**src/design/tsspi_pkg.sv**
```systemverilog
// shared constants and types for the temperature sensor serial slave
package tsspi_pkg;

    // register addresses as carried in the first serial byte
    localparam logic [7:0] ADDR_SETUP_RD = 8'h00;
    localparam logic [7:0] ADDR_TLOW_RD = 8'h01;
    localparam logic [7:0] ADDR_THIGH_RD = 8'h02;
    localparam logic [7:0] ADDR_SETUP_WR = 8'h80;
    localparam int ADDR_WRITE_BIT = 7;

    // serial framing
    localparam int BYTE_BITS = 8;
    localparam int BIT_CNT_W = 3;
    localparam logic [BIT_CNT_W-1:0] BIT_LAST = 3'h7;
    localparam logic [BIT_CNT_W-1:0] BIT_FIRST = 3'h0;

    // resolution codes held in the setup register
    localparam logic [2:0] RES_8B = 3'h0;
    localparam logic [2:0] RES_9B = 3'h1;
    localparam logic [2:0] RES_10B = 3'h2;
    localparam logic [2:0] RES_11B = 3'h3;

    // result masks per resolution; the low four bits are always zero
    localparam logic [15:0] MASK_8B = 16'hff00;
    localparam logic [15:0] MASK_9B = 16'hff80;
    localparam logic [15:0] MASK_10B = 16'hffc0;
    localparam logic [15:0] MASK_11B = 16'hffe0;
    localparam logic [15:0] MASK_12B = 16'hfff0;

    // conversion time doubles with each added resolution bit
    localparam logic [4:0] SHIFT_8B = 5'h00;
    localparam logic [4:0] SHIFT_9B = 5'h01;
    localparam logic [4:0] SHIFT_10B = 5'h02;
    localparam logic [4:0] SHIFT_11B = 5'h03;
    localparam logic [4:0] SHIFT_12B = 5'h04;

    // clock and conversion timing
    localparam int CLK_MHZ = 100;
    localparam int CONV_TIME_8B_US = 75;
    localparam int CONV_CYC_8B = CONV_TIME_8B_US * CLK_MHZ;

    // setup register layout, reserved bits read as zero
    typedef struct packed {
        logic [2:0] rsvd;
        logic one_shot;
        logic [2:0] res;
        logic shutdown;
    } tsspi_setup_t;

    // power-up: 8-bit resolution, powered down
    localparam tsspi_setup_t SETUP_RESET = '{
        rsvd: 3'h0, one_shot: 1'b0, res: RES_8B, shutdown: 1'b1
    };

    // synchronised pin bundle
    typedef struct packed {
        logic mode_sel;
        logic chip_en;
        logic sclk;
        logic serial_in_line;
    } tsspi_pins_t;

    typedef enum logic [2:0] {
        ST_IDLE,
        ST_ADDR,
        ST_READ,
        ST_WRITE,
        ST_DONE
    } tsspi_state_t;

endpackage

```
**src/design/tsspi_top.sv**
```systemverilog
// serial slave, register file and conversion sequencer of the temperature sensor
`timescale 1ns/1ps
module tsspi_top #(
    parameter int unsigned CONV_CYC_8B = tsspi_pkg::CONV_CYC_8B
) (
    // clock and reset
    input wire logic CLK,
    input wire logic RST_N,
    // serial pins from the master
    input wire logic SERIAL_INTERFACE_SELECT,
    input wire logic CHIP_ENABLE,
    input wire logic SERIAL_CLOCK_IN,
    input wire logic SERIAL_IN_LINE,
    // serial output pin, enable low while driving
    output logic SERIAL_OUT_LINE,
    output logic SERIAL_OUT_LINE_OE_N,
    // analogue front end sample, signed, degrees times 256
    input wire logic [15:0] TEMP_SAMPLE,
    // status
    output logic CONV_ACTIVE
);

    // two-stage synchroniser for all serial input pins
    tsspi_pkg::tsspi_pins_t pins_q;
    tsspi_pkg::tsspi_pins_t pins_raw;
    logic [$bits(tsspi_pkg::tsspi_pins_t)-1:0] pins_sync;

    assign pins_raw = '{
        mode_sel: SERIAL_INTERFACE_SELECT,
        chip_en: CHIP_ENABLE,
        sclk: SERIAL_CLOCK_IN,
        serial_in_line: SERIAL_IN_LINE
    };

    tsspi_sync #(
        .WIDTH($bits(tsspi_pkg::tsspi_pins_t))
    ) u_pin_sync (
        .clk(CLK),
        .rst_n(RST_N),
        .d(pins_raw),
        .q(pins_sync)
    );

    assign pins_q = tsspi_pkg::tsspi_pins_t'(pins_sync);

    // edge detection on synchronised pins
    logic sclk_prev_q;
    logic ce_prev_q;
    logic cpol_q;

    tsspi_edge u_sclk_edge (
        .clk(CLK),
        .rst_n(RST_N),
        .level(pins_q.sclk),
        .prev(sclk_prev_q)
    );

    tsspi_edge u_ce_edge (
        .clk(CLK),
        .rst_n(RST_N),
        .level(pins_q.chip_en),
        .prev(ce_prev_q)
    );

    wire link_on = pins_q.chip_en && pins_q.mode_sel;
    wire ce_rise = pins_q.chip_en && !ce_prev_q;
    wire sclk_move = pins_q.sclk != sclk_prev_q;
    // leading edge leaves the idle level, trailing edge returns to it
    wire lead_edge = link_on && sclk_move && (sclk_prev_q == cpol_q);
    wire trail_edge = link_on && sclk_move && (sclk_prev_q != cpol_q);

    // idle level caught at enable; a clock moving within the synchroniser
    // skew of enable would be misread, so the master must hold it steady
    always_ff @(posedge CLK or negedge RST_N) begin
        if (!RST_N) begin
            cpol_q <= 1'b0;
        end else if (ce_rise) begin
            cpol_q <= pins_q.sclk;
        end
    end

    // serial engine state
    tsspi_pkg::tsspi_state_t state_q;
    tsspi_pkg::tsspi_state_t state_d;
    logic [tsspi_pkg::BIT_CNT_W-1:0] bit_cnt_q;
    logic [7:0] in_shift_q;
    logic [7:0] out_shift_q;
    logic [7:0] ptr_q;
    logic sdo_q;
    logic [15:0] snap_q;

    tsspi_pkg::tsspi_setup_t setup_q;
    logic [15:0] result_q;

    wire byte_end = trail_edge && (bit_cnt_q == tsspi_pkg::BIT_LAST);
    wire [7:0] in_byte = {in_shift_q[6:0], pins_q.serial_in_line};
    wire addr_is_write = in_byte[tsspi_pkg::ADDR_WRITE_BIT];
    wire addr_is_setup_wr = in_byte == tsspi_pkg::ADDR_SETUP_WR;
    wire setup_wr = (state_q == tsspi_pkg::ST_WRITE) && byte_end;

    // read data selection from the current pointer
    logic [7:0] rd_byte;
    always_comb begin
        unique case (ptr_q)
            tsspi_pkg::ADDR_SETUP_RD: rd_byte = setup_q;
            tsspi_pkg::ADDR_TLOW_RD: rd_byte = snap_q[7:0];
            tsspi_pkg::ADDR_THIGH_RD: rd_byte = snap_q[15:8];
            default: rd_byte = 8'h00;
        endcase
    end

    // state sequencing
    always_comb begin
        state_d = state_q;
        if (!link_on) begin
            state_d = tsspi_pkg::ST_IDLE;
        end else begin
            unique case (state_q)
                tsspi_pkg::ST_IDLE: begin
                    state_d = tsspi_pkg::ST_ADDR;
                end
                tsspi_pkg::ST_ADDR: begin
                    if (byte_end) begin
                        if (!addr_is_write) begin
                            state_d = tsspi_pkg::ST_READ;
                        end else if (addr_is_setup_wr) begin
                            state_d = tsspi_pkg::ST_WRITE;
                        end else begin
                            state_d = tsspi_pkg::ST_DONE;
                        end
                    end
                end
                tsspi_pkg::ST_READ: begin
                    state_d = tsspi_pkg::ST_READ;
                end
                tsspi_pkg::ST_WRITE: begin
                    if (byte_end) begin
                        state_d = tsspi_pkg::ST_DONE;
                    end
                end
                tsspi_pkg::ST_DONE: begin
                    state_d = tsspi_pkg::ST_DONE;
                end
            endcase
        end
    end

    always_ff @(posedge CLK or negedge RST_N) begin
        if (!RST_N) begin
            state_q <= tsspi_pkg::ST_IDLE;
        end else begin
            state_q <= state_d;
        end
    end

    // bit counter and input shifter, capture on trailing edges
    always_ff @(posedge CLK or negedge RST_N) begin
        if (!RST_N) begin
            bit_cnt_q <= tsspi_pkg::BIT_FIRST;
            in_shift_q <= 8'h00;
        end else if (!link_on) begin
            bit_cnt_q <= tsspi_pkg::BIT_FIRST;
            in_shift_q <= 8'h00;
        end else if (trail_edge) begin
            bit_cnt_q <= bit_cnt_q + 3'h1;
            in_shift_q <= in_byte;
        end
    end

    // address pointer: loaded by the address byte, then one step per byte read
    always_ff @(posedge CLK or negedge RST_N) begin
        if (!RST_N) begin
            ptr_q <= 8'h00;
        end else if (state_q == tsspi_pkg::ST_ADDR && byte_end) begin
            ptr_q <= in_byte;
        end else if (state_q == tsspi_pkg::ST_READ && byte_end) begin
            ptr_q <= ptr_q + 8'h01;
        end
    end

    // the word is frozen when the address completes so that both bytes of
    // one transfer belong to the same conversion
    always_ff @(posedge CLK or negedge RST_N) begin
        if (!RST_N) begin
            snap_q <= 16'h0000;
        end else if (state_q == tsspi_pkg::ST_ADDR && byte_end) begin
            snap_q <= result_q;
        end
    end

    // output shifter, launch on leading edges; input ignored while reading
    wire first_bit = bit_cnt_q == tsspi_pkg::BIT_FIRST;
    always_ff @(posedge CLK or negedge RST_N) begin
        if (!RST_N) begin
            out_shift_q <= 8'h00;
            sdo_q <= 1'b0;
        end else if (state_q == tsspi_pkg::ST_READ && lead_edge) begin
            if (first_bit) begin
                sdo_q <= rd_byte[7];
                out_shift_q <= {rd_byte[6:0], 1'b0};
            end else begin
                sdo_q <= out_shift_q[7];
                out_shift_q <= {out_shift_q[6:0], 1'b0};
            end
        end
    end

    // released in address, write and every idle phase
    assign SERIAL_OUT_LINE = sdo_q;
    assign SERIAL_OUT_LINE_OE_N = !(link_on && state_q == tsspi_pkg::ST_READ);

    // resolution decode
    logic [15:0] res_mask;
    logic [4:0] res_shift;
    always_comb begin
        unique case (setup_q.res)
            tsspi_pkg::RES_8B: begin
                res_mask = tsspi_pkg::MASK_8B;
                res_shift = tsspi_pkg::SHIFT_8B;
            end
            tsspi_pkg::RES_9B: begin
                res_mask = tsspi_pkg::MASK_9B;
                res_shift = tsspi_pkg::SHIFT_9B;
            end
            tsspi_pkg::RES_10B: begin
                res_mask = tsspi_pkg::MASK_10B;
                res_shift = tsspi_pkg::SHIFT_10B;
            end
            tsspi_pkg::RES_11B: begin
                res_mask = tsspi_pkg::MASK_11B;
                res_shift = tsspi_pkg::SHIFT_11B;
            end
            default: begin
                res_mask = tsspi_pkg::MASK_12B;
                res_shift = tsspi_pkg::SHIFT_12B;
            end
        endcase
    end

    // conversion sequencer
    logic conv_busy_q;
    logic [31:0] conv_cnt_q;
    wire [31:0] conv_len = 32'(CONV_CYC_8B) << res_shift;
    wire conv_done = conv_busy_q && (conv_cnt_q == 32'h0000_0000);
    wire conv_req = !setup_q.shutdown || setup_q.one_shot;
    wire conv_start = !conv_busy_q && conv_req;

    always_ff @(posedge CLK or negedge RST_N) begin
        if (!RST_N) begin
            conv_busy_q <= 1'b0;
            conv_cnt_q <= 32'h0000_0000;
        end else if (conv_start) begin
            conv_busy_q <= 1'b1;
            conv_cnt_q <= conv_len - 32'h0000_0001;
        end else if (conv_done) begin
            conv_busy_q <= 1'b0;
        end else if (conv_busy_q) begin
            conv_cnt_q <= conv_cnt_q - 32'h0000_0001;
        end
    end

    // masking keeps bits 3:0 clear, so the word stays within 8000..7ff0
    always_ff @(posedge CLK or negedge RST_N) begin
        if (!RST_N) begin
            result_q <= 16'h0000;
        end else if (conv_done) begin
            result_q <= TEMP_SAMPLE & res_mask;
        end
    end

    // setup register; a write landing with a one-shot finish takes priority
    // because it carries the newer intent of software
    wire [7:0] setup_wdata = in_byte;
    always_ff @(posedge CLK or negedge RST_N) begin
        if (!RST_N) begin
            setup_q <= tsspi_pkg::SETUP_RESET;
        end else if (setup_wr) begin
            setup_q <= tsspi_pkg::tsspi_setup_t'({3'h0, setup_wdata[4:0]});
        end else if (conv_done && setup_q.shutdown) begin
            setup_q.one_shot <= 1'b0;
        end
    end

    assign CONV_ACTIVE = conv_busy_q;

endmodule

// two-flop synchroniser; only the second stage reads the first, so a
// metastable first stage never reaches the logic
module tsspi_sync #(
    parameter int WIDTH = 1
) (
    // clock and reset
    input wire logic clk,
    input wire logic rst_n,
    // raw pins in, settled levels out
    input wire logic [WIDTH-1:0] d,
    output logic [WIDTH-1:0] q
);

    logic [WIDTH-1:0] meta_q;
    logic [WIDTH-1:0] sync_q;

    always_ff @(posedge clk or negedge rst_n) begin
        if (!rst_n) begin
            meta_q <= '0;
            sync_q <= '0;
        end else begin
            meta_q <= d;
            sync_q <= meta_q;
        end
    end

    assign q = sync_q;

endmodule

// one-cycle history of a synchronised level so that its changes show;
// resets low, the idle level of chip enable, so no false rise follows reset
module tsspi_edge (
    // clock and reset
    input wire logic clk,
    input wire logic rst_n,
    // level now and one cycle ago
    input wire logic level,
    output logic prev
);

    logic prev_q;

    always_ff @(posedge clk or negedge rst_n) begin
        if (!rst_n) begin
            prev_q <= 1'b0;
        end else begin
            prev_q <= level;
        end
    end

    assign prev = prev_q;

endmodule

```
**config.mk**
```make
export PLATFORM = sky130hd
export DESIGN_NAME = tsspi_top
export DESIGN_NICKNAME = d
export VERILOG_FILES = /design/src/design/tsspi_pkg.sv /design/src/design/tsspi_top.sv
export SDC_FILE = /design/constraint.sdc
export NUM_CORES = 1
export LEC_CHECK = 0
export ABC_AREA = 1
export BUFFER_PORTS_ARGS = -buffer_cell sky130_fd_sc_hd__buf_2
export CAP_MARGIN = 20
export CORE_UTILIZATION = 55
export DETAILED_ROUTE_END_ITERATION = 8
export PLACE_DENSITY = 0.78
export SYNTH_ARGS = -nofsm -noshare
export SYNTH_HDL_FRONTEND = slang
export SYNTH_SLANG_ARGS = --single-unit
```
**constraint.sdc**
```tcl
create_clock -name CLK -period 2.2 [get_ports CLK]
set_input_delay 0.33 -clock CLK [delete_from_list [all_inputs] [get_ports CLK]]
set_output_delay 0.33 -clock CLK [all_outputs]
set_load 0.01 [all_outputs]
```
==> summary.md <==
| Metric | Value |
|---|---|
| Status | `complete, no violations` |
| Synth area leaders | `dfrtp_1 44%, nand2_1 14%, inv_1 7.0%, o21ai_0 5.2%, nor2_1 4.2%` |
| Fmax | `0.471 GHz` |
| Worst r2r src | `setup_q[3]$_DFFE_PN0P_` |
| Final GP Congestion | `about 0.91` |
| Clock sinks | `~100` |
| Power Density | `516 nW/um2` |
| Ant diodes | `0` |
| Tcrit/Tclk final | `96.5%` |
| Fillers | `840` |
| Count of cell types in the netlist | `42` |
| Insertion delay to the later sink of the worst-skew pair | `around 0.4 ns` |
| R2r setup slk | `0.08 ns` |
| Crit path kind | `flip-flop to flip-flop` |
| CTS root buf | `clkbuf_8` |
| Final slew viol count | `0` |
| Die Ht | `approximately 100 um` |
| Vias | `about 5000` |
| Inst Count DP | `around 900` |
| Grt ovf | `0` |
| CP max stage delay | `0.44 ns` |
| # setup viols final | `0` |
| Post-DRT Antenna Nets | `0` |
| Dpl hpwl | `9780 um` |
| Top-Level Pins | `25` |
| Max-cap violations | `0` |
| Worst-path clk slew | `0.10 ns` |
| Clk buf depth | `2` |
| Sequential fraction of the synthesis area | `44.4%` |
| Cell Area, Placed | `a little over 6000 um2` |
| Final Skew | `between 0.015 and 0.02 ns` |
| Row count | `36` |
| Crit path depth | `13` |
| Area occupied by multi-input gates | `between 2000 and 3000 um2` |
| Mapped Area | `around 5800 um2` |
| Synth Register Bits | `around 100` |
| Worst-path cell chain | `nor2_2 > inv_2 > ha_4 > nand2_4 > nand2_2 > nand2_2 > nand2_2 > nand2_2 > nor2_4 > nand3_4 > nor2_4 > nand2_1 > xor2_1` |
| Post-synth top area share | `43.9%` |
| Crit path max-delay family | `simple AND/OR/NAND/NOR gates` |
| Worst Setup SP | `setup_q[3]$_DFFE_PN0P_` |
| Global-route wire length before repair | `approximately 23000 um` |
| Die outline area | `~11000 um2` |
| Core ar. | `around 10000 um2` |
| Final std cells w/o fill | `between 900 and 1000` |
| Critical path endpoint | `conv_cnt_q[24]$_DFFE_PN0P_` |
| Unrepaired setup endpoints after global routing | `yes` |
| R2r worst-path depth | `13` |
| Final Power | `3.33 mW` |
| CP max FO | `6` |
| Layout area overhead | `12.2%` |
| CP bufs+invs | `1` |
| Max VDD drop | `0.721 mV` |
| Die width | `approximately 100 um` |
| Register Area | `between 2000 and 3000 um2` |
| H-tree depth | `3` |
| Setup tns final | `0 ns` |
| Worst slew pin tran | `roughly 0.5 ns` |
| Layout cell share with drive strength beyond 1 | `approximately 16%` |
| Syn avg cell area | `about 7.6 um2` |
| Routed vias/inst | `between 5 and 6` |
| Tmin final | `roughly 2.1 ns` |
| Leak pwr | `~3.2 nW` |
| Final Cell Area | `between 6000 and 7000 um2` |
| Number of global-route vias before repair | `between 4000 and 5000` |
| Critical-path top delay cell | `dfrtp_1` |
| Ys Warns | `0` |
| Area leader, netlist | `dfrtp_1` |
| 1st-pass router iterations | `5` |
| Gr usage total | `between 20% and 30%` |
| Fin. Hold Viols | `0` |
| Largest net degree at the start of global routing | `46` |
| Critical Path AT | `between 2 and 2.5 ns` |
| # port buffers | `20` |
| Initial drt markers | `~330` |
| CTS tree | `built` |
| Fin nets | `approximately 840` |
| RR Endpoint | `conv_cnt_q[24]$_DFFE_PN0P_` |
| Hold Path Class | `primary input to flip-flop` |
| DR WL/cell | `approximately 14 um` |
| Initial antenna violation count | `0` |
| Cells after Synth | `approximately 760` |
| Initial Util | `around 58%` |
| Syn Nets | `~800` |
| Worst path most repeated cell | `nand2_2` |
| Cts bufs inserted | `9` |
| Routed wire length | `around 13000 um` |
| Post-route DRC | `0` |
| Final Core Density | `between 60% and 70%` |
| CP required | `about 2.5 ns` |
| Rel. slew slack | `67.3%` |
| Startpoint types | `flip-flop` |
| Setup crit end kind | `flip-flop` |
==> layer usage <==
metal / global-route usage [%] / share of wire (%) / vias to the layer above
met3: 5.26 / 6.4 / 22
li1: - / - / 2510
met1: 34.0 / 43 / 2392
met5: 0 / 0 / -
met4: 8.98 / 1.5 / 0
met2: 42.1 / 49 / 172
==> state kept, by name, summed over array words and instances, names as in the netlist <==
| name | count |
|---|---|
| CONV_ACTIVE | 1 |
| SERIAL_OUT_LINE | 1 |
| bit_cnt_q | 3 |
| conv_cnt_q | 32 |
| cpol_q | 1 |
| in_shift_q | 7 |
| out_shift_q | 7 |
| ptr_q | 8 |
| result_q | 12 |
| setup_q | 5 |
| snap_q | 12 |
| state_q | 3 |
| u_ce_edge.prev | 1 |
| u_pin_sync.meta_q | 4 |
| u_pin_sync.q | 4 |
| u_sclk_edge.prev | 1 |
==> where the power goes <==
group	total (mW)	internal (mW)	switching [mW]
sequential	1.92	1.91	0.0147
combinational	0.142	0.0456	0.0968
clock	1.27	0.575	0.698
total	3.33	2.53	0.809
==> layout make-up <==
class                      count  share of cell area, %
multi-input combinational    527                   42.5
sequential                   102                   39.6
inverter                     113                   6.61
timing repair buffer          51                   5.48
tap                          133                   2.58
clock buffer                  10                   2.13
clock inverter                 6                   1.18
==> stage by stage <==
stage / setup WS, ns / hold WS [ns]
3_3_place_gp: 0.0354 / 0.306
5_1_grt: -0.0580 / 0.0225
4_1_cts: 0.00972 / 0.0314
6_report: 0.0773 / 0.0447
2_1_floorplan: 0.141 / 0.0344
3_5_place_dp: -0.0158 / 0.317
==> logic make-up (layout without fill, tap and decap cells) <==
kind of cell / count (synthesis) / after routing / synth area share [%]
buffers and inverters: 130 / 180 / 9.24
XOR/XNOR: 14 / 14 / 2.13
AND/OR/NAND/NOR: 392 / 392 / 31.3
AO/OA/AOI/OAI: 111 / 111 / 10.7
adder cells (fa/ha/maj): 10 / 10 / 2.17
flip-flops: 102 / 102 / 44.4
==> synthesized netlist by cell type, drive strengths merged <==
library cell / n
nand2: 230
inv: 112
dfrtp: 101
nor2: 80
o21ai: 66
nand3: 45
nand4: 17
a21oi: 14
buf: 13
nor3: 11
o22ai: 11
xor2: 11
ha: 10
o211ai: 7
a22oi: 5
a31oi: 5
clkbuf: 4
nand3b: 4
or2: 3
xnor2: 3
o21bai: 2
a2bb2oi: 1
and2: 1
clkinv: 1
dfstp: 1
nor4: 1
==> cells in the final DEF, fill, tap and decap left out, drive strengths merged, types with 5 or more instances in the layout <==
master,instances
nand2,230
inv,114
dfrtp,101
nor2,80
o21ai,66
buf,50
nand3,45
nand4,17
a21oi,14
xor2,11
o22ai,11
nor3,11
clkbuf,10
ha,10
o211ai,7
a31oi,5
a22oi,5
==> worst min path at each step <==
stage	end	depth (start not counted)	startpoint
after floorplan	CONV_ACTIVE$_DFFE_PN0P_	0	RST_N
after CTS	u_pin_sync.meta_q[0]$_DFF_PN0_	1	SERIAL_IN_LINE
after detailed placement	snap_q[14]$_DFFE_PN0P_	1	RST_N
final	u_pin_sync.meta_q[0]$_DFF_PN0_	1	SERIAL_IN_LINE
after global placement	snap_q[15]$_DFFE_PN0P_	1	RST_N
after global routing	u_pin_sync.meta_q[2]$_DFF_PN0_	1	CHIP_ENABLE
==> repair_timing <==
item / CTS / global route
cloned: 0 / 0
pin swaps: 1 / 16
hold buffers: 1 / 0
hold endpoints to repair: 34 / 0
resized for setup: 2 / 20
setup endpoints to repair: 10 / 22
setup buffers: 1 / 5
No activity file was read; power rests on OpenSTA's default activity.
